==> config.mk <==
export PLATFORM = sky130hd
export DESIGN_NAME = rmc_rx_ctrl
export DESIGN_NICKNAME = d
export VERILOG_FILES = /design/src/rmc_pkg.sv /design/src/rmc_rx_ctrl.sv /design/src/rmc_marker_mem.sv
export SDC_FILE = /design/constraint.sdc
export NUM_CORES = 1
export LEC_CHECK = 0
export BUFFER_PORTS_ARGS = -buffer_cell sky130_fd_sc_hd__buf_2
export CORE_UTILIZATION = 50
export CTS_BUF_LIST = sky130_fd_sc_hd__clkbuf_8
export CTS_CLUSTER_SIZE = 14
export DETAILED_ROUTE_END_ITERATION = 10
export GPL_TIMING_DRIVEN = 0
export PLACE_DENSITY_LB_ADDON = 0.08
export SLEW_MARGIN = 20
export SYNTH_ARGS = -nofsm -noshare
export SYNTH_HDL_FRONTEND = slang
export SYNTH_SLANG_ARGS = --single-unit
==> constraint.sdc <==
create_clock -name i_clk_sys -period 5 [get_ports i_clk_sys]
set_clock_uncertainty 0.15 [all_clocks]
set_input_delay 0.75 -clock i_clk_sys [delete_from_list [all_inputs] [get_ports i_clk_sys]]
set_output_delay 0.75 -clock i_clk_sys [all_outputs]
set_load 0.01 [all_outputs]
==> src/rmc_pkg.sv <==
// shared constants for the receive mac/pcs control block
package rmc_pkg;
    // register byte offsets on the wishbone slave
    localparam logic [7:0] ADR_CTRL = 8'h00;
    localparam logic [7:0] ADR_MAX_LEN = 8'h04;
    localparam logic [7:0] ADR_MIN_LEN = 8'h08;
    localparam logic [7:0] ADR_SPACING = 8'h0C;
    localparam logic [7:0] ADR_STATUS = 8'h10;
    localparam logic [7:0] ADR_PAT_BASE = 8'h20;
    localparam logic [7:0] PAT_STRIDE = 8'h08;

    // control register bit positions
    localparam int CTRL_RX_EN = 0;
    localparam int CTRL_CHK_PRE = 1;
    localparam int CTRL_CHK_SFD = 2;
    localparam int CTRL_DEL_FCS = 3;
    localparam int CTRL_IGN_FCS = 4;
    localparam int CTRL_RATE_40G = 5;
    localparam int CTRL_HOLD = 6;
    localparam int CTRL_RESYNC = 7;

    // status register bit positions
    localparam int STAT_LOCK_LSB = 0;
    localparam int STAT_LEN_ERR_LSB = 8;
    localparam int STAT_IN_FRAME = 16;
    localparam int STAT_DECODE_EN = 17;

    // reset values
    localparam logic [7:0] CTRL_RST = 8'h40;
    localparam logic [14:0] MAX_LEN_RST = 15'h05EE;
    localparam logic [7:0] MIN_LEN_RST = 8'h40;
    localparam logic [15:0] SPACING_RST = 16'h3FFF;

    // frame layout figures
    localparam logic [7:0] PRE_BYTE = 8'h55;
    localparam logic [7:0] SFD_BYTE = 8'hD5;
    localparam logic [2:0] SFD_IDX = 3'h7;
    localparam int RUNT_LEN = 16;
    localparam int FCS_LEN = 4;
    localparam int NO_STRIP_LEN = 8;
    localparam int MAX_LEN_RSVD = 14;
    localparam int LANES_MAX = 8;
endpackage

==> src/rmc_rx_ctrl.sv <==
// receive mac/pcs control: config registers, frame gating and lane marker check
`timescale 1ns/1ps
module rmc_rx_ctrl #(
    parameter int LANES = 4
) (
    // clock and reset
    input wire logic i_clk_sys,
    input wire logic i_nrst,
    // wishbone slave
    input wire logic i_wb_cyc,
    input wire logic i_wb_stb,
    input wire logic i_wb_we,
    input wire logic [7:0] i_wb_adr,
    input wire logic [3:0] i_wb_sel,
    input wire logic [31:0] i_wb_dat,
    output logic [31:0] o_wb_dat,
    output logic o_wb_ack,
    // decoded receive bytes from the pcs
    input wire logic i_rx_vld,
    input wire logic [7:0] i_rx_dat,
    input wire logic i_rx_sop,
    input wire logic i_rx_eop,
    input wire logic i_rx_fcs_bad,
    // per-lane 64-bit blocks from the pcs
    input wire logic i_lm_vld,
    input wire logic [(LANES > 1 ? $clog2(LANES) : 1)-1:0] i_lm_lane,
    input wire logic [63:0] i_lm_blk,
    // user stream
    output logic o_rx_ena,
    output logic [7:0] o_rx_dat,
    output logic o_rx_sop,
    output logic o_rx_eop,
    output logic o_rx_err,
    // statistics pulses
    output logic o_stat_good,
    output logic o_stat_bad_fcs,
    // pcs control and lane status
    output logic o_rate_40g,
    output logic o_pcs_decode_en,
    output logic o_resync,
    output logic [LANES-1:0] o_lane_locked,
    output logic [LANES-1:0] o_lane_len_err
);
    import rmc_pkg::*;

    localparam int LIW = LANES > 1 ? $clog2(LANES) : 1;
    localparam int DEPTH = RUNT_LEN;

    if (LANES < 1 || LANES > LANES_MAX) begin : g_chk
        $error("rmc_rx_ctrl: LANES must be 1 to 8");
    end

    // configuration state
    logic rx_en, chk_pre, chk_sfd, del_fcs, ign_fcs, rate_40g, hold, resync;
    logic [14:0] max_len;
    logic [7:0] min_len;
    logic [15:0] spacing;
    // frame state
    logic in_frame, in_pre, pre_bad, trunc;
    logic [2:0] pre_cnt;
    logic [14:0] len;
    // delivery line, entry 0 newest
    logic [DEPTH-1:0] ln_vld, ln_sop, ln_eop, ln_err;
    logic [DEPTH-1:0][7:0] ln_dat;
    logic [DEPTH-1:0] next_vld, next_sop, next_eop, next_err;
    logic [DEPTH-1:0][7:0] next_dat;
    // lane checker state
    logic s1_vld;
    logic [LIW-1:0] s1_lane;
    logic [63:0] s1_blk;
    logic [63:0] pat_rd;
    logic [LANES-1:0][15:0] lane_cnt;

    // ---------------- wishbone decode ----------------
    wire wb_req = i_wb_cyc & i_wb_stb;
    // writes land on the edge that also sees ack high
    wire wb_wr = wb_req & i_wb_we & o_wb_ack;
    wire [31:0] wmask = {{8{i_wb_sel[3]}}, {8{i_wb_sel[2]}}, {8{i_wb_sel[1]}}, {8{i_wb_sel[0]}}};
    wire sel_ctrl = i_wb_adr == ADR_CTRL;
    wire sel_max = i_wb_adr == ADR_MAX_LEN;
    wire sel_min = i_wb_adr == ADR_MIN_LEN;
    wire sel_spc = i_wb_adr == ADR_SPACING;
    wire sel_stat = i_wb_adr == ADR_STATUS;
    wire [7:0] pat_off = i_wb_adr - ADR_PAT_BASE;
    wire sel_pat = (i_wb_adr >= ADR_PAT_BASE) && ({1'b0, pat_off} < 9'(LANES * 8));
    wire wr_ctrl = wb_wr & sel_ctrl & i_wb_sel[0];
    wire [31:0] max_new = ({17'h0, max_len} & ~wmask) | (i_wb_dat & wmask);
    wire [31:0] spc_new = ({16'h0, spacing} & ~wmask) | (i_wb_dat & wmask);
    // pattern halves: low word at +0, high word at +4
    wire [7:0] pat_be = pat_off[2] ? {i_wb_sel, 4'h0} : {4'h0, i_wb_sel};
    wire [LIW-1:0] pat_lane = LIW'(pat_off >> 3);
    wire pat_we = wb_wr & sel_pat & hold;

    // read mux
    logic [31:0] ctrl_rd, stat_rd;
    always_comb begin
        ctrl_rd = 32'h0;
        ctrl_rd[CTRL_RX_EN] = rx_en;
        ctrl_rd[CTRL_CHK_PRE] = chk_pre;
        ctrl_rd[CTRL_CHK_SFD] = chk_sfd;
        ctrl_rd[CTRL_DEL_FCS] = del_fcs;
        ctrl_rd[CTRL_IGN_FCS] = ign_fcs;
        ctrl_rd[CTRL_RATE_40G] = rate_40g;
        ctrl_rd[CTRL_HOLD] = hold;
        stat_rd = 32'h0;
        stat_rd[STAT_LOCK_LSB +: LANES] = o_lane_locked;
        stat_rd[STAT_LEN_ERR_LSB +: LANES] = o_lane_len_err;
        stat_rd[STAT_IN_FRAME] = in_frame;
        stat_rd[STAT_DECODE_EN] = o_pcs_decode_en;
    end
    wire [31:0] rd_mux = sel_ctrl ? ctrl_rd :
                         sel_max ? {17'h0, max_len} :
                         sel_min ? {24'h0, min_len} :
                         sel_spc ? {16'h0, spacing} :
                         sel_stat ? stat_rd : 32'h0;

    // single-wait-state ack; unmapped addresses ack with zero
    always_ff @(posedge i_clk_sys or negedge i_nrst) begin
        if (!i_nrst) begin
            o_wb_ack <= 1'b0;
            o_wb_dat <= 32'h0;
        end else begin
            o_wb_ack <= wb_req & ~o_wb_ack;
            if (wb_req && !o_wb_ack) begin
                o_wb_dat <= rd_mux;
            end
        end
    end

    // control register; static fields only move while held in reset
    always_ff @(posedge i_clk_sys or negedge i_nrst) begin
        if (!i_nrst) begin
            {resync, hold, rate_40g, ign_fcs, del_fcs, chk_sfd, chk_pre, rx_en} <= CTRL_RST;
        end else begin
            resync <= wr_ctrl & i_wb_dat[CTRL_RESYNC]; // self-clearing pulse
            if (wr_ctrl) begin
                rx_en <= i_wb_dat[CTRL_RX_EN];
                chk_pre <= i_wb_dat[CTRL_CHK_PRE];
                chk_sfd <= i_wb_dat[CTRL_CHK_SFD];
                ign_fcs <= i_wb_dat[CTRL_IGN_FCS];
                hold <= i_wb_dat[CTRL_HOLD];
                if (hold) begin
                    del_fcs <= i_wb_dat[CTRL_DEL_FCS];
                    rate_40g <= i_wb_dat[CTRL_RATE_40G];
                end
            end
        end
    end

    // length limits and marker spacing
    always_ff @(posedge i_clk_sys or negedge i_nrst) begin
        if (!i_nrst) begin
            max_len <= MAX_LEN_RST;
            min_len <= MIN_LEN_RST;
            spacing <= SPACING_RST;
        end else begin
            if (wb_wr && sel_max) begin
                max_len <= {1'b0, max_new[MAX_LEN_RSVD-1:0]}; // reserved top bit
            end
            if (wb_wr && sel_min && i_wb_sel[0]) begin
                min_len <= i_wb_dat[7:0];
            end
            if (wb_wr && sel_spc && hold) begin
                spacing <= spc_new[15:0];
            end
        end
    end

    // ---------------- frame gating ----------------
    // hold and resync both flush the receive path
    wire clear_rx = hold | resync;
    // a frame only starts while enabled; a running one completes unless hold or resync flushes it
    wire start = i_rx_vld & i_rx_sop & ~in_frame & rx_en & ~clear_rx;
    wire rx_byte = i_rx_vld & in_frame;
    wire [2:0] pre_idx = start ? 3'h0 : pre_cnt;
    wire pre_chk = start | (rx_byte & in_pre);
    wire is_sfd = pre_idx == SFD_IDX;
    wire [7:0] pre_exp = is_sfd ? SFD_BYTE : PRE_BYTE;
    wire pre_on = is_sfd ? chk_sfd : chk_pre;
    wire pre_miss = pre_chk & pre_on & (i_rx_dat != pre_exp);
    wire take = rx_byte & ~in_pre & ~trunc;
    wire [14:0] len_next = len + 15'h1;
    // only a byte past the limit makes a frame oversized; an exact fit ends clean
    wire at_max = take & (len_next == max_len) & ~i_rx_eop;
    wire fb_eop = i_rx_eop | at_max;
    wire fend = rx_byte & ~in_pre & i_rx_eop;
    wire short = take & i_rx_eop & (len_next < 15'(RUNT_LEN));
    wire under = len_next < {7'h0, min_len};
    wire fcs_flag = i_rx_eop & i_rx_fcs_bad & ~ign_fcs;
    wire ferr = fcs_flag | under | at_max | pre_bad;
    // strip only complete frames longer than the no-strip limit
    wire strip = take & i_rx_eop & ~at_max & del_fcs & ~short
                 & (len_next > 15'(NO_STRIP_LEN));

    always_ff @(posedge i_clk_sys or negedge i_nrst) begin
        if (!i_nrst) begin
            in_frame <= 1'b0;
            in_pre <= 1'b0;
            pre_bad <= 1'b0;
            trunc <= 1'b0;
            pre_cnt <= 3'h0;
            len <= 15'h0;
        end else if (clear_rx) begin
            in_frame <= 1'b0;
            in_pre <= 1'b0;
            trunc <= 1'b0;
        end else if (start) begin
            in_frame <= 1'b1;
            in_pre <= 1'b1;
            pre_bad <= pre_miss;
            trunc <= 1'b0;
            pre_cnt <= 3'h1;
            len <= 15'h0;
        end else if (rx_byte) begin
            if (i_rx_eop) begin
                in_frame <= 1'b0;
            end
            if (in_pre) begin
                pre_bad <= pre_bad | pre_miss;
                pre_cnt <= pre_cnt + 3'h1;
                in_pre <= ~is_sfd;
            end
            if (take) begin
                len <= len_next;
                trunc <= at_max; // later bytes dropped
            end
        end
    end

    // delivery line: sixteen entries deep so runts can be withdrawn
    for (genvar i = 0; i < DEPTH; i++) begin : g_line
        logic s_vld, s_sop, s_eop, s_err, kill;
        logic [7:0] s_dat;
        if (i == 0) begin : g_head
            assign s_vld = take;
            assign s_sop = len == 15'h0;
            assign s_eop = fb_eop;
            assign s_err = fb_eop & ferr;
            assign s_dat = i_rx_dat;
        end else begin : g_body
            assign s_vld = ln_vld[i-1];
            assign s_sop = ln_sop[i-1];
            assign s_eop = ln_eop[i-1];
            assign s_err = ln_err[i-1];
            assign s_dat = ln_dat[i-1];
        end
        // runt frames vanish whole; strip drops the last four bytes
        assign kill = (short & (15'(i) < len_next)) | (strip & (i < FCS_LEN));
        assign next_vld[i] = s_vld & ~kill;
        assign next_sop[i] = s_sop;
        assign next_dat[i] = s_dat;
        assign next_eop[i] = (strip && i <= FCS_LEN) ? (i == FCS_LEN) : s_eop;
        assign next_err[i] = (strip && i <= FCS_LEN) ? (i == FCS_LEN) & ferr : s_err;
    end

    always_ff @(posedge i_clk_sys or negedge i_nrst) begin
        if (!i_nrst) begin
            ln_vld <= '0;
            ln_sop <= '0;
            ln_eop <= '0;
            ln_err <= '0;
            ln_dat <= '0;
        end else begin
            ln_vld <= clear_rx ? '0 : next_vld;
            ln_sop <= next_sop;
            ln_eop <= next_eop;
            ln_err <= next_err;
            ln_dat <= next_dat;
        end
    end

    // a flush also masks the markers, so none stands without enable
    wire out_vld = ln_vld[DEPTH-1] & ~clear_rx;

    // user stream, statistics and pcs control; enable, markers and statistics idle unless a frame was accepted
    always_ff @(posedge i_clk_sys or negedge i_nrst) begin
        if (!i_nrst) begin
            o_rx_ena <= 1'b0;
            o_rx_dat <= 8'h0;
            o_rx_sop <= 1'b0;
            o_rx_eop <= 1'b0;
            o_rx_err <= 1'b0;
            o_stat_good <= 1'b0;
            o_stat_bad_fcs <= 1'b0;
            o_pcs_decode_en <= 1'b0;
            o_rate_40g <= 1'b0;
            o_resync <= 1'b0;
        end else begin
            o_rx_ena <= out_vld;
            o_rx_dat <= ln_dat[DEPTH-1];
            o_rx_sop <= out_vld & ln_sop[DEPTH-1];
            o_rx_eop <= out_vld & ln_eop[DEPTH-1];
            o_rx_err <= out_vld & ln_eop[DEPTH-1] & ln_err[DEPTH-1];
            o_stat_bad_fcs <= fend & i_rx_fcs_bad & ~clear_rx;
            o_stat_good <= fend & ~clear_rx & ~trunc & ~short & ~ferr;
            o_pcs_decode_en <= (rx_en | in_frame) & ~hold;
            o_rate_40g <= rate_40g;
            o_resync <= resync;
        end
    end

    // ---------------- lane marker check ----------------
    rmc_marker_mem #(
        .WORDS(LANES),
        .AW(LIW)
    ) u_pat (
        .i_clk_sys(i_clk_sys),
        .i_wr_en(pat_we),
        .i_wr_addr(pat_lane),
        .i_wr_be(pat_be),
        .i_wr_dat({i_wb_dat, i_wb_dat}),
        .i_rd_addr(i_lm_lane),
        .o_rd_dat(pat_rd)
    );

    // block waits one cycle for its lane's pattern
    always_ff @(posedge i_clk_sys or negedge i_nrst) begin
        if (!i_nrst) begin
            s1_vld <= 1'b0;
            s1_lane <= '0;
            s1_blk <= 64'h0;
        end else begin
            s1_vld <= i_lm_vld & ~clear_rx;
            s1_lane <= i_lm_lane;
            s1_blk <= i_lm_blk;
        end
    end

    wire lm_hit = s1_blk == pat_rd;

    for (genvar l = 0; l < LANES; l++) begin : g_lane
        wire mine = s1_vld & (s1_lane == LIW'(l));
        wire due = lane_cnt[l] == spacing; // period is spacing plus one
        always_ff @(posedge i_clk_sys or negedge i_nrst) begin
            if (!i_nrst) begin
                lane_cnt[l] <= 16'h0;
                o_lane_locked[l] <= 1'b0;
                o_lane_len_err[l] <= 1'b0;
            end else if (clear_rx) begin
                lane_cnt[l] <= 16'h0;
                o_lane_locked[l] <= 1'b0;
                o_lane_len_err[l] <= 1'b0;
            end else if (mine && lm_hit) begin
                lane_cnt[l] <= 16'h0;
                o_lane_locked[l] <= 1'b1;
                o_lane_len_err[l] <= o_lane_locked[l] & ~due;
            end else if (mine) begin
                // a missing marker when due drops lock
                lane_cnt[l] <= due ? 16'h0 : lane_cnt[l] + 16'h1;
                if (due && o_lane_locked[l]) begin
                    o_lane_len_err[l] <= 1'b1;
                    o_lane_locked[l] <= 1'b0;
                end
            end
        end
    end
endmodule

==> src/rmc_marker_mem.sv <==
// lane marker pattern store, byte-writable, registered read
`timescale 1ns/1ps
module rmc_marker_mem #(
    parameter int WORDS = 4,
    parameter int AW = 2
) (
    // clock
    input wire logic i_clk_sys,
    // write port
    input wire logic i_wr_en,
    input wire logic [AW-1:0] i_wr_addr,
    input wire logic [7:0] i_wr_be,
    input wire logic [63:0] i_wr_dat,
    // read port
    input wire logic [AW-1:0] i_rd_addr,
    output logic [63:0] o_rd_dat
);
    logic [63:0] mem [WORDS];

    // one write strobe per byte lane
    for (genvar b = 0; b < 8; b++) begin : g_byte
        always_ff @(posedge i_clk_sys) begin
            if (i_wr_en && i_wr_be[b]) begin
                mem[i_wr_addr][b*8 +: 8] <= i_wr_dat[b*8 +: 8];
            end
        end
    end

    // no reset: contents are undefined until software loads them
    always_ff @(posedge i_clk_sys) begin
        o_rd_dat <= mem[i_rd_addr];
    end
endmodule

Word-level counts from Yosys, hierarchy flattened
Memory sizes are Yosys's and may differ from the RTL's. A register that Yosys moved wholly into a read port is not among the register bits.
Index checks and enable logic that the tools add are counted.
Word-level totals
  bits in registers: 449
  memory bits (writable): 256
  input bits: 128
  output and inout bits: 58
  logic and storage cells: 396
  memories: 1
Memories
  u_pat.mem: words 4, width 64, rd ports 1, clocked after Yosys merged registers in 1, wr ports 1, line rmc_marker_mem.sv:18  | logic [63:0] mem [WORDS];
Operators by class
  add/subtract/negate cells: 7
  $lt $le $gt $ge: 21
  equality and inequality tests: 15
  mux-type cells: 105
  bitwise gates (word level): 133
  reduce and logical (&&, ||, !) cells: 50
Operators with widths (number)
  $mux 16: 17
  $lt 4x15->1 const A: 8
  $mux 18: 5
  $and 1x1->1: 83
  $mux 1: 74
  $add 16x1->16 const B: 4
  $eq 16x16->1: 4
  $eq 64x64->1: 1
  $lt 3x15->1 const A: 4
  $mux 15: 3
  $reduce_bool 3->1: 11
  $and 16x16->16: 2
  $not 1->1: 32
  $lt 1x15->1 const A: 2
  $lt 2x15->1 const A: 2
  $logic_and 1x1->1: 23
  $eq 8x4->1 const B: 2
  $mux 8: 2
  $not 16->16: 1
  $or 16x16->16: 1
  $add 15x1->15 const B: 1
  $eq 15x14->1: 1
  $gt 15x4->1 const B: 1
  $logic_not 15->1: 1
  other kinds (22): 46

Logic depth before layout (Yosys ltp)
Gate-level depths: netlist of the first run.
  depth after elaboration: 14
  gate-level depth with buffers: 13
  mapped depth without buffers: 12

By module
Synthesis of the first run repeated with hierarchy kept, for this count alone.
Unflattened totals
  cells, all modules: 1910
  area, all modules: 28581.2 um^2
Modules (own cells, without submodules)
  rmc_rx_ctrl: instances 1, cells an instance 1471, area each 17645.7 um^2
  rmc_marker_mem: instances 1, cells an instance 439, area each 10935.5 um^2

Worst setup path before layout of the first run
No wires, ideal clock.
  kind: input-to-reg
  start point: input i_wb_adr[1]
  end point: register min_len[0]
  arrival time: 2.546 ns
  required time: 4.725 ns
  slack: 2.179 ns
  stages: 7
  cells stage by stage: or4_1 > or3_1 > buf_2 > nor2_4 > and3_1 > clkbuf_1 > mux2_2
Between the ends
  longest elaborated chain between the ends: 3
RTL lines
  start, declared: line rmc_rx_ctrl.sv:13  | input wire logic [7:0] i_wb_adr,
  $eq 8x4->1: line rmc_rx_ctrl.sv:81  | wire sel_min = i_wb_adr == ADR_MIN_LEN;
  $logic_and 1x1->1 (2 in series): line rmc_rx_ctrl.sv:160  | if (wb_wr && sel_min && i_wb_sel[0]) begin
  end signal, assigned: line rmc_rx_ctrl.sv:161  | min_len <= i_wb_dat[7:0];
  end, declared: line rmc_rx_ctrl.sv:56  | logic [7:0] min_len;
No other way between the ends.
A chain may end at the register's enable or synchronous reset.

Final worst setup path of the first run
  start point: register s1_blk[33]
  end point: register lane_cnt[23] in the netlist's numbering
Between the ends
  longest elaborated chain between the ends: 4
RTL lines
  start, declared: line rmc_rx_ctrl.sv:70  | logic [63:0] s1_blk;
  start signal, assigned: line rmc_rx_ctrl.sv:325  | s1_blk <= i_lm_blk;
  $eq 64x64->1 (*): line rmc_rx_ctrl.sv:329  | wire lm_hit = s1_blk == pat_rd;
  $logic_and 1x1->1 (*): line rmc_rx_ctrl.sv:343  | end else if (mine && lm_hit) begin
  $mux 16: line rmc_rx_ctrl.sv:343
  $mux 16: line rmc_rx_ctrl.sv:339  | end else if (clear_rx) begin
  end signal, assigned by index: line rmc_rx_ctrl.sv:349  | lane_cnt[l] <= due ? 16'h0 : lane_cnt[l] + 16'h1;
  end, declared: line rmc_rx_ctrl.sv:72  | logic [LANES-1:0][15:0] lane_cnt;
Mark *: on every way between the ends. The rest lies on a longest branch, timed or not.

==> flow_summary.ini, run 1 <==
[setup_path]
critPathLaunchType = flip-flop
endpoint_kind = flip-flop
crit_family = simple AND/OR/NAND/NOR gates
rr_worst_depth = 8
worst_path_largest_cell_delay_ps = 770
slowest_stage = nor4_1
critical_path_arrival_ps = 4000
path_class = reg -> reg
r2r_start = s1_blk[33]
critical_path_peak_fanout = 10
reg2reg_slack_ps = 1440
worst-endpoint-required_ps = 5430
reg2reg_to = lane_cnt[23]
cpMostUsedCell = nor2_1
path_cells = xor2_1 -> nor4_1 -> nand4_1 -> nor4_4 -> nor2_1 -> o21ai_1 -> buf_2 -> nor2_1
cp_num_buf_inv = 1

[drt]
drt_first_pass_iters = 6
via_per_inst = 5.29
drc = 0
drtIter0Drc = 1318
wirelength_um = 64100
wire_per_inst_um = 20.6
vias = 16500
antenna_left = 0

[status]
status = finished, final reports clean

[yosys]
syn_area_um2 = 28000
ys.flop_type = dfrtp_1
yosysSeqAreaShare = 0.711
ys_ff_latch = 755
synth_edf_count = 256
synth-async-reset-ratio = 0.576
yosys_warnings = 0
syn_inst = 1878
synthDistinctLibCells = 82
avgSynthCellArea_um2 = 14.9

[clock_network]
post_cts_buffers = 0
clock_latency_ps = 730
h-tree-depth = 3
cts_sinks = 755
cts_inserted_buffers = 118
clk_path_buf_depth = 3
path_clk_slew_ps = 60
root_buffer = clkbuf_8
cts_tree = yes

[timing]
max_freq_ghz = 0.281
slew_violations = 0
rsz0062_at_grt = no
setup_slack_ps = 1440
fin_crit_sh = 0.712
hold_violations = 0
maxSlewHeadroom = 0.341
setup_viol = 0
post-route-min-period_ps = 3560
tightest_slew_ps = 985

[placed_design]
place_ws_ps = 1270
place.gp.congestion = 0.869
dp_cells = 2814
io_buffers = 171
dp_hpwl_um = 42700

[finish]
final_util = 0.601
layout.cells.non_filler = 3115
nFillCells = 4397
fin_nets = 2403
area_delta_synth_final_pct = 18.5
drive_gt1_frac = 0.228

[floorplan]
fp-row-count = 86
die_h_um = 239
num_io_pins = 186
initial_core_util = 0.507
die-area_um2 = 56900
coreArea_um2 = 55200
die_width_um = 239

[grt]
grtUsageTotal = 0.233
grt_pass1_wl_um = 98300
gr-total-overflow = 0
antenna_found_initial = 1
grt_pass1_vias = 16900
grt_max_degree = 101

[min_path]
holdPathEnd = s1_vld
worst_hold_path.num_cells = 2
worstHoldStart = i_lm_vld
hp-class = in -> reg

[flow_run]
drv_cap = 0

[power_and_ir_drop]
ir_drop_mv = 0.225
cellPowerDensity_nw_per_um2 = 371
leakagePower_nw = 14.0
## final cells by class
class                      instances  area (um^2)  share of cell area
sequential                       755        19900               0.600
multi-input combinational       1017         7600               0.229
clock buffer                     134         1840              0.0556
timing repair buffer             249         1720              0.0518
tap                              748          936              0.0282
clock inverter                    92          599              0.0181
buffer                            94          475              0.0143
inverter                          25         93.8             0.00283
antenna                            1         2.50           0.0000755
## worst max-delay path by stage
stage	startpoint	end	depth (start not counted)
final	s1_blk[33]	lane_cnt[23]	8
after CTS	s1_blk[48]	lane_cnt[9]	9
after global placement	i_nrst	ln_eop[6]	1
after global routing	s1_blk[48]	lane_cnt[10]	9
after detailed placement	i_wb_adr[5]	u_pat.mem[0][25]	9
after floorplan	i_wb_adr[1]	min_len[0]	7
## cells in the mapped netlist, types with 7 or more instances
master / number / share of area
and3_1: 27 / 0.0060
nor3_1: 10 / 0.0018
a31oi_1: 17 / 0.0038
inv_1: 24 / 0.0032
clkbuf_1: 46 / 0.0062
nand2b_1: 7 / 0.0016
buf_2: 16 / 0.0029
dfrtp_1: 411 / 0.37
buf_1: 10 / 0.0013
nor2b_1: 10 / 0.0022
o31ai_1: 7 / 0.0019
xnor2_1: 60 / 0.019
dfxtp_1: 64 / 0.046
edfxtp_1: 256 / 0.27
buf_4: 16 / 0.0043
nand4_1: 35 / 0.0078
and2_1: 12 / 0.0027
mux4_2: 64 / 0.052
nand2_1: 134 / 0.018
o21ai_0: 47 / 0.0084
a22oi_1: 15 / 0.0040
nand3_1: 39 / 0.0070
mux2_2: 38 / 0.015
nor4_1: 35 / 0.0078
nor2_1: 153 / 0.021
xor2_1: 142 / 0.044
dfstp_2: 24 / 0.023
a21oi_1: 35 / 0.0063
ha_1: 15 / 0.0067
## cell families after synthesis
logic type,share of synthesized area
AO/OA/AOI/OAI,0.0434
XOR/XNOR,0.0638
adder cells (fa/ha/maj),0.00671
buffers and inverters,0.0203
flip-flops,0.711
multiplexers,0.0672
other,0.000134
AND/OR/NAND/NOR,0.0879
## power by group
group	switching, mW	total [mW]	internal (mW)
logic	0.281	0.472	0.191
registers	0.0629	6.60	6.53
clock network	2.42	5.22	2.80
## repair_timing
| action | CTS | global route |
|---|---|---|
| hold buffers | 74 | 0 |
| resized for setup | 0 | 0 |
| endpoints found under the hold margin | 158 | 0 |
## cells in the final DEF (no fill, tap or decap), types with 16 or more instances in the layout
master	instances
a21oi_1	35
a31oi_1	17
and3_1	27
buf_2	186
buf_4	16
clkbuf_1	46
clkbuf_8	134
clkinv_1	22
clkinv_2	23
dfrtp_1	411
dfstp_2	24
dfxtp_1	64
dlygate4sd3_1	74
edfxtp_1	256
inv_1	58
mux2_2	38
mux4_2	64
nand2_1	134
nand3_1	39
nand4_1	35
nor2_1	153
nor4_1	35
o21ai_0	47
xnor2_1	60
xor2_1	142
## worst register-to-register path: stages, from the launching register on
cell and delay [ps]:
dfrtp_1 380, xor2_1 150, nor4_1 770, nand4_1 270
nor4_4 760, nor2_1 240, o21ai_1 350, buf_2 300
nor2_1 80
## state kept, by name, indices dropped and copies added, names as in the netlist, 3 cells and up, named ones only
signal and cells:
g_line.s_dat 120, lane_cnt 64, len 15, ln_dat 8, ln_eop 16, ln_err 16
ln_sop 16, ln_vld 16, min_len 8, o_lane_len_err 4, o_lane_locked 4, o_rx_dat 8
o_wb_dat 18, pre_cnt 3, s1_blk 64, u_pat.mem 256, u_pat.o_rd_dat 64
## per-layer routing
layer / vias to the layer above / part of all wire / GRT usage
met4: 0 / 0.024 / 0.0728
li1: 7492 / - / -
met1: 8302 / 0.43 / 0.317
met3: 115 / 0.077 / 0.0579
met5: - / 0 / 0
met2: 576 / 0.47 / 0.371
## stage by stage
stage                     hold slack, ps  TNS [ps]  power, mW  cell area, um^2
after floorplan                      181         0       6.86            28000
after global routing                48.5         0       12.8            33100
after CTS                           42.9         0       12.5            33100
after detailed placement             185         0       7.15            30000
final                                108         0       12.3            33100
after global placement               181  -2308670       7.13            29800
Power figures use the tool's default switching activity.
==> inputs of run 2 (changes only) <==
Settings changed: ABC_AREA set to 1.
Clock period 5 ns to 3.7 ns, I/O delays scaled along.
==> run 2 against run 1 <==
- first-iteration DRC count up 13%
- utilization up 0.27 points
- synthesized cell count up 35%
- clock power up 32%
- sequential power up 39%
- global-route usage up 2.0 points
- non-clock buffer count up 32
- register-to-register slack worse by 1000 ps
- highest routed layer is now met5
- largest power group unchanged
- die area up 2.3%
- maximum frequency up 8.6%
==> flow_summary.ini, run 2 <==
[status]
status = finished, final reports clean

[finish]
post-route-cell-area_um2 = 34100
drive_gt1_frac = 0.139
layout_commonest_cell = dfrtp_1
final_util = 0.603
largest_reg_flops = 256
fin_nets = 3098
top_register = u_pat.mem
area_delta_synth_final_pct = 19.0
layout_common_cells = dfrtp_1, nand2_1, nor2_1

[power_and_ir_drop]
clock_power_share = 0.403
swShare = 0.236
seqPwrFrac = 0.534
p_comb_frac = 0.063
ir_drop_mv = 0.343
p_int_mw = 13.1
leakagePower_nw = 14.4
p_switching_mw = 4.05
cellPowerDensity_nw_per_um2 = 503

[floorplan]
coreArea_um2 = 56500
die_h_um = 241
num_io_pins = 186
initial_core_util = 0.507
die-area_um2 = 58200
die_width_um = 241
fp-row-count = 87

[timing]
max_freq_ghz = 0.305
rsz0062_at_grt = no
tightest_slew_ps = 1130
post-route-min-period_ps = 3280
maxSlewHeadroom = 0.247
slew_violations = 0
setup_viol = 0
hold_violations = 0
fin_crit_sh = 0.886

[drt]
via_per_inst = 5.24
drt_first_pass_iters = 6
drc = 0
drtIter0Drc = 1487
antenna_left = 0
vias = 19900
wirelength_um = 72900
wire_per_inst_um = 19.1

[setup_path]
reg2reg_to = lane_cnt[5]
critical_path_arrival_ps = 3720
critPathLaunchType = flip-flop
endpoint_kind = flip-flop
reg2reg_slack_ps = 420
path_cells = xor2_1 -> nor2_1 -> nand2_1 -> nor2_1 -> nand2_1 -> nor2_1 -> nand3_1 -> nand3_1 -> nand2_1 -> inv_1 -> buf_2 -> nor2_1
path_class = reg -> reg
worst_path_largest_cell_delay_ps = 860
cpMostUsedCell = nor2_1
rr_worst_depth = 12
worst-endpoint-required_ps = 4140
slowest_stage = nor2_1
r2r_start = s1_blk[29]
critical_path_peak_fanout = 10

[yosys]
synthMuxAreaShare = 0.00118
yosys-top-cells-area = dfrtp_1, edfxtp_1, nand2_1, nor2_1, dfxtp_1
syn_area_um2 = 28600
synthTopCellsByCount = dfrtp_1, nand2_1, nor2_1, edfxtp_1, o21ai_0
synth_top_family_by_area = simple AND/OR/NAND/NOR gates
yosysTopAreaCell = dfrtp_1
ys.flop_type = dfrtp_1
yosysSeqAreaShare = 0.694
yosys.area_share.simple = 0.146
synth_edf_count = 256
yosys_warnings = 0
avgSynthCellArea_um2 = 11.3
synthAdderAreaFrac = 0.00655
synthMostInstantiatedCell = dfrtp_1
ys_ff_latch = 755
syn_inst = 2538
synth_xor_area_frac = 0.0416
synth_top_area_frac = 0.359
synth-async-reset-ratio = 0.576
synth_compound_area_frac = 0.0690
synthDistinctLibCells = 53

[grt]
met2_usage = 0.411
grt_pass1_vias = 19500
grt_max_degree = 93
use_met1 = 0.335
grt-busiest-layer = met2
use_met3 = 0.0510
antenna_found_initial = 0
gr-total-overflow = 0
grtUsageTotal = 0.252
grt_pass1_wl_um = 109000

[min_path]
worst_hold_path.num_cells = 1
holdPathEnd = u_pat.mem[1][41]
hp-class = in -> reg
worstHoldStart = i_wb_dat[9]

[placed_design]
place.gp.congestion = 0.908
dp_hpwl_um = 50000
placed_cell_area_um2 = 30600
io_buffers = 171

[clock_network]
cts_tree = yes
clk_path_buf_depth = 3
cts_inserted_buffers = 119
h-tree-depth = 3
post_cts_buffers = 0
cts_sinks = 755
clock_latency_ps = 730
root_buffer = clkbuf_8
path_clk_slew_ps = 60

[flow_run]
drv_cap = 0
run 2: changes by cell type in the layout (fill, tap and decap cells not counted), sizes merged, moves of 33 or more:
cell / change
xor2: -77
nor2: +212
nand2: +241
o22ai: +76
nand3: +62
dlygate4sd3: +33
mux2: -35
inv: +173
o21ai: +178
mux4: -64
run 2: power groups by stage:
stage / combinational (mW) / clock, mW / sequential, mW
after CTS: 1.09 / 7.07 / 9.16
after global routing: 1.21 / 7.46 / 9.18
final: 1.08 / 6.91 / 9.16
after global placement: 0.961 / 0 / 9.31
after floorplan: 0.533 / 0 / 9.26
after detailed placement: 0.996 / 0 / 9.31
run 2: worst max-delay path: cells and delay by family (launching register included):
kind | cells | cell delay, ps
XOR/XNOR | 1 | 140
flip-flops | 1 | 370
buffers and inverters | 2 | 380
AND/OR/NAND/NOR | 9 | 2110
run 2: how the worst max path moves through the flow:
stage                      startpoint                 end
after CTS                  s1_blk[29]         lane_cnt[5]
after floorplan                len[1]           ln_err[4]
after global routing       s1_blk[29]         lane_cnt[8]
after global placement         i_nrst  g_line[4].s_dat[5]
after detailed placement  i_wb_adr[5]    u_pat.mem[3][18]
final                      s1_blk[29]         lane_cnt[5]
run 2: final cells by class:
class	count	area, um^2
fill	4647	22400
sequential	755	19900
buffer	92	410
antenna	1	2.50
multi-input combinational	1500	7620
clock buffer	143	1970
clock inverter	73	404
tap	756	946
timing repair buffer	283	2070
inverter	204	768
run 2: per-stage QoR:
stage | setup TNS (ps) | setup WS (ps) | power, mW | instances | hold slack (ps)
final | 0 | 421 | 17.2 | 3807 | 53.6
after global routing | 0 | 285 | 17.8 | 3806 | 8.02
after CTS | 0 | 512 | 17.3 | 3806 | 3.11
after detailed placement | 0 | 390 | 10.3 | 3483 | 185
after global placement | -2787710 | -6640 | 10.3 | 3478 | 181
after floorplan | 0 | 1420 | 9.79 | 2551 | 109
run 2: layer usage:
metal	routed length (um)	share of wire
met1	31000	0.43
met2	34600	0.47
met3	4870	0.067
met4	2370	0.033
met5	46	0.00063
run 2: kinds of logic (layout without fill, tap and decap cells):
group	after synthesis	in the layout
multiplexers	3	3
buffers and inverters	296	795
flip-flops	755	755
adder cells (fa/ha/maj)	15	15
AND/OR/NAND/NOR	969	969
other	1	15
XOR/XNOR	136	136
AO/OA/AOI/OAI	363	363
run 2: repair_timing:
action,CTS,global route
resized for setup,0,0
hold endpoints to repair,452,0
hold buffers,107,0
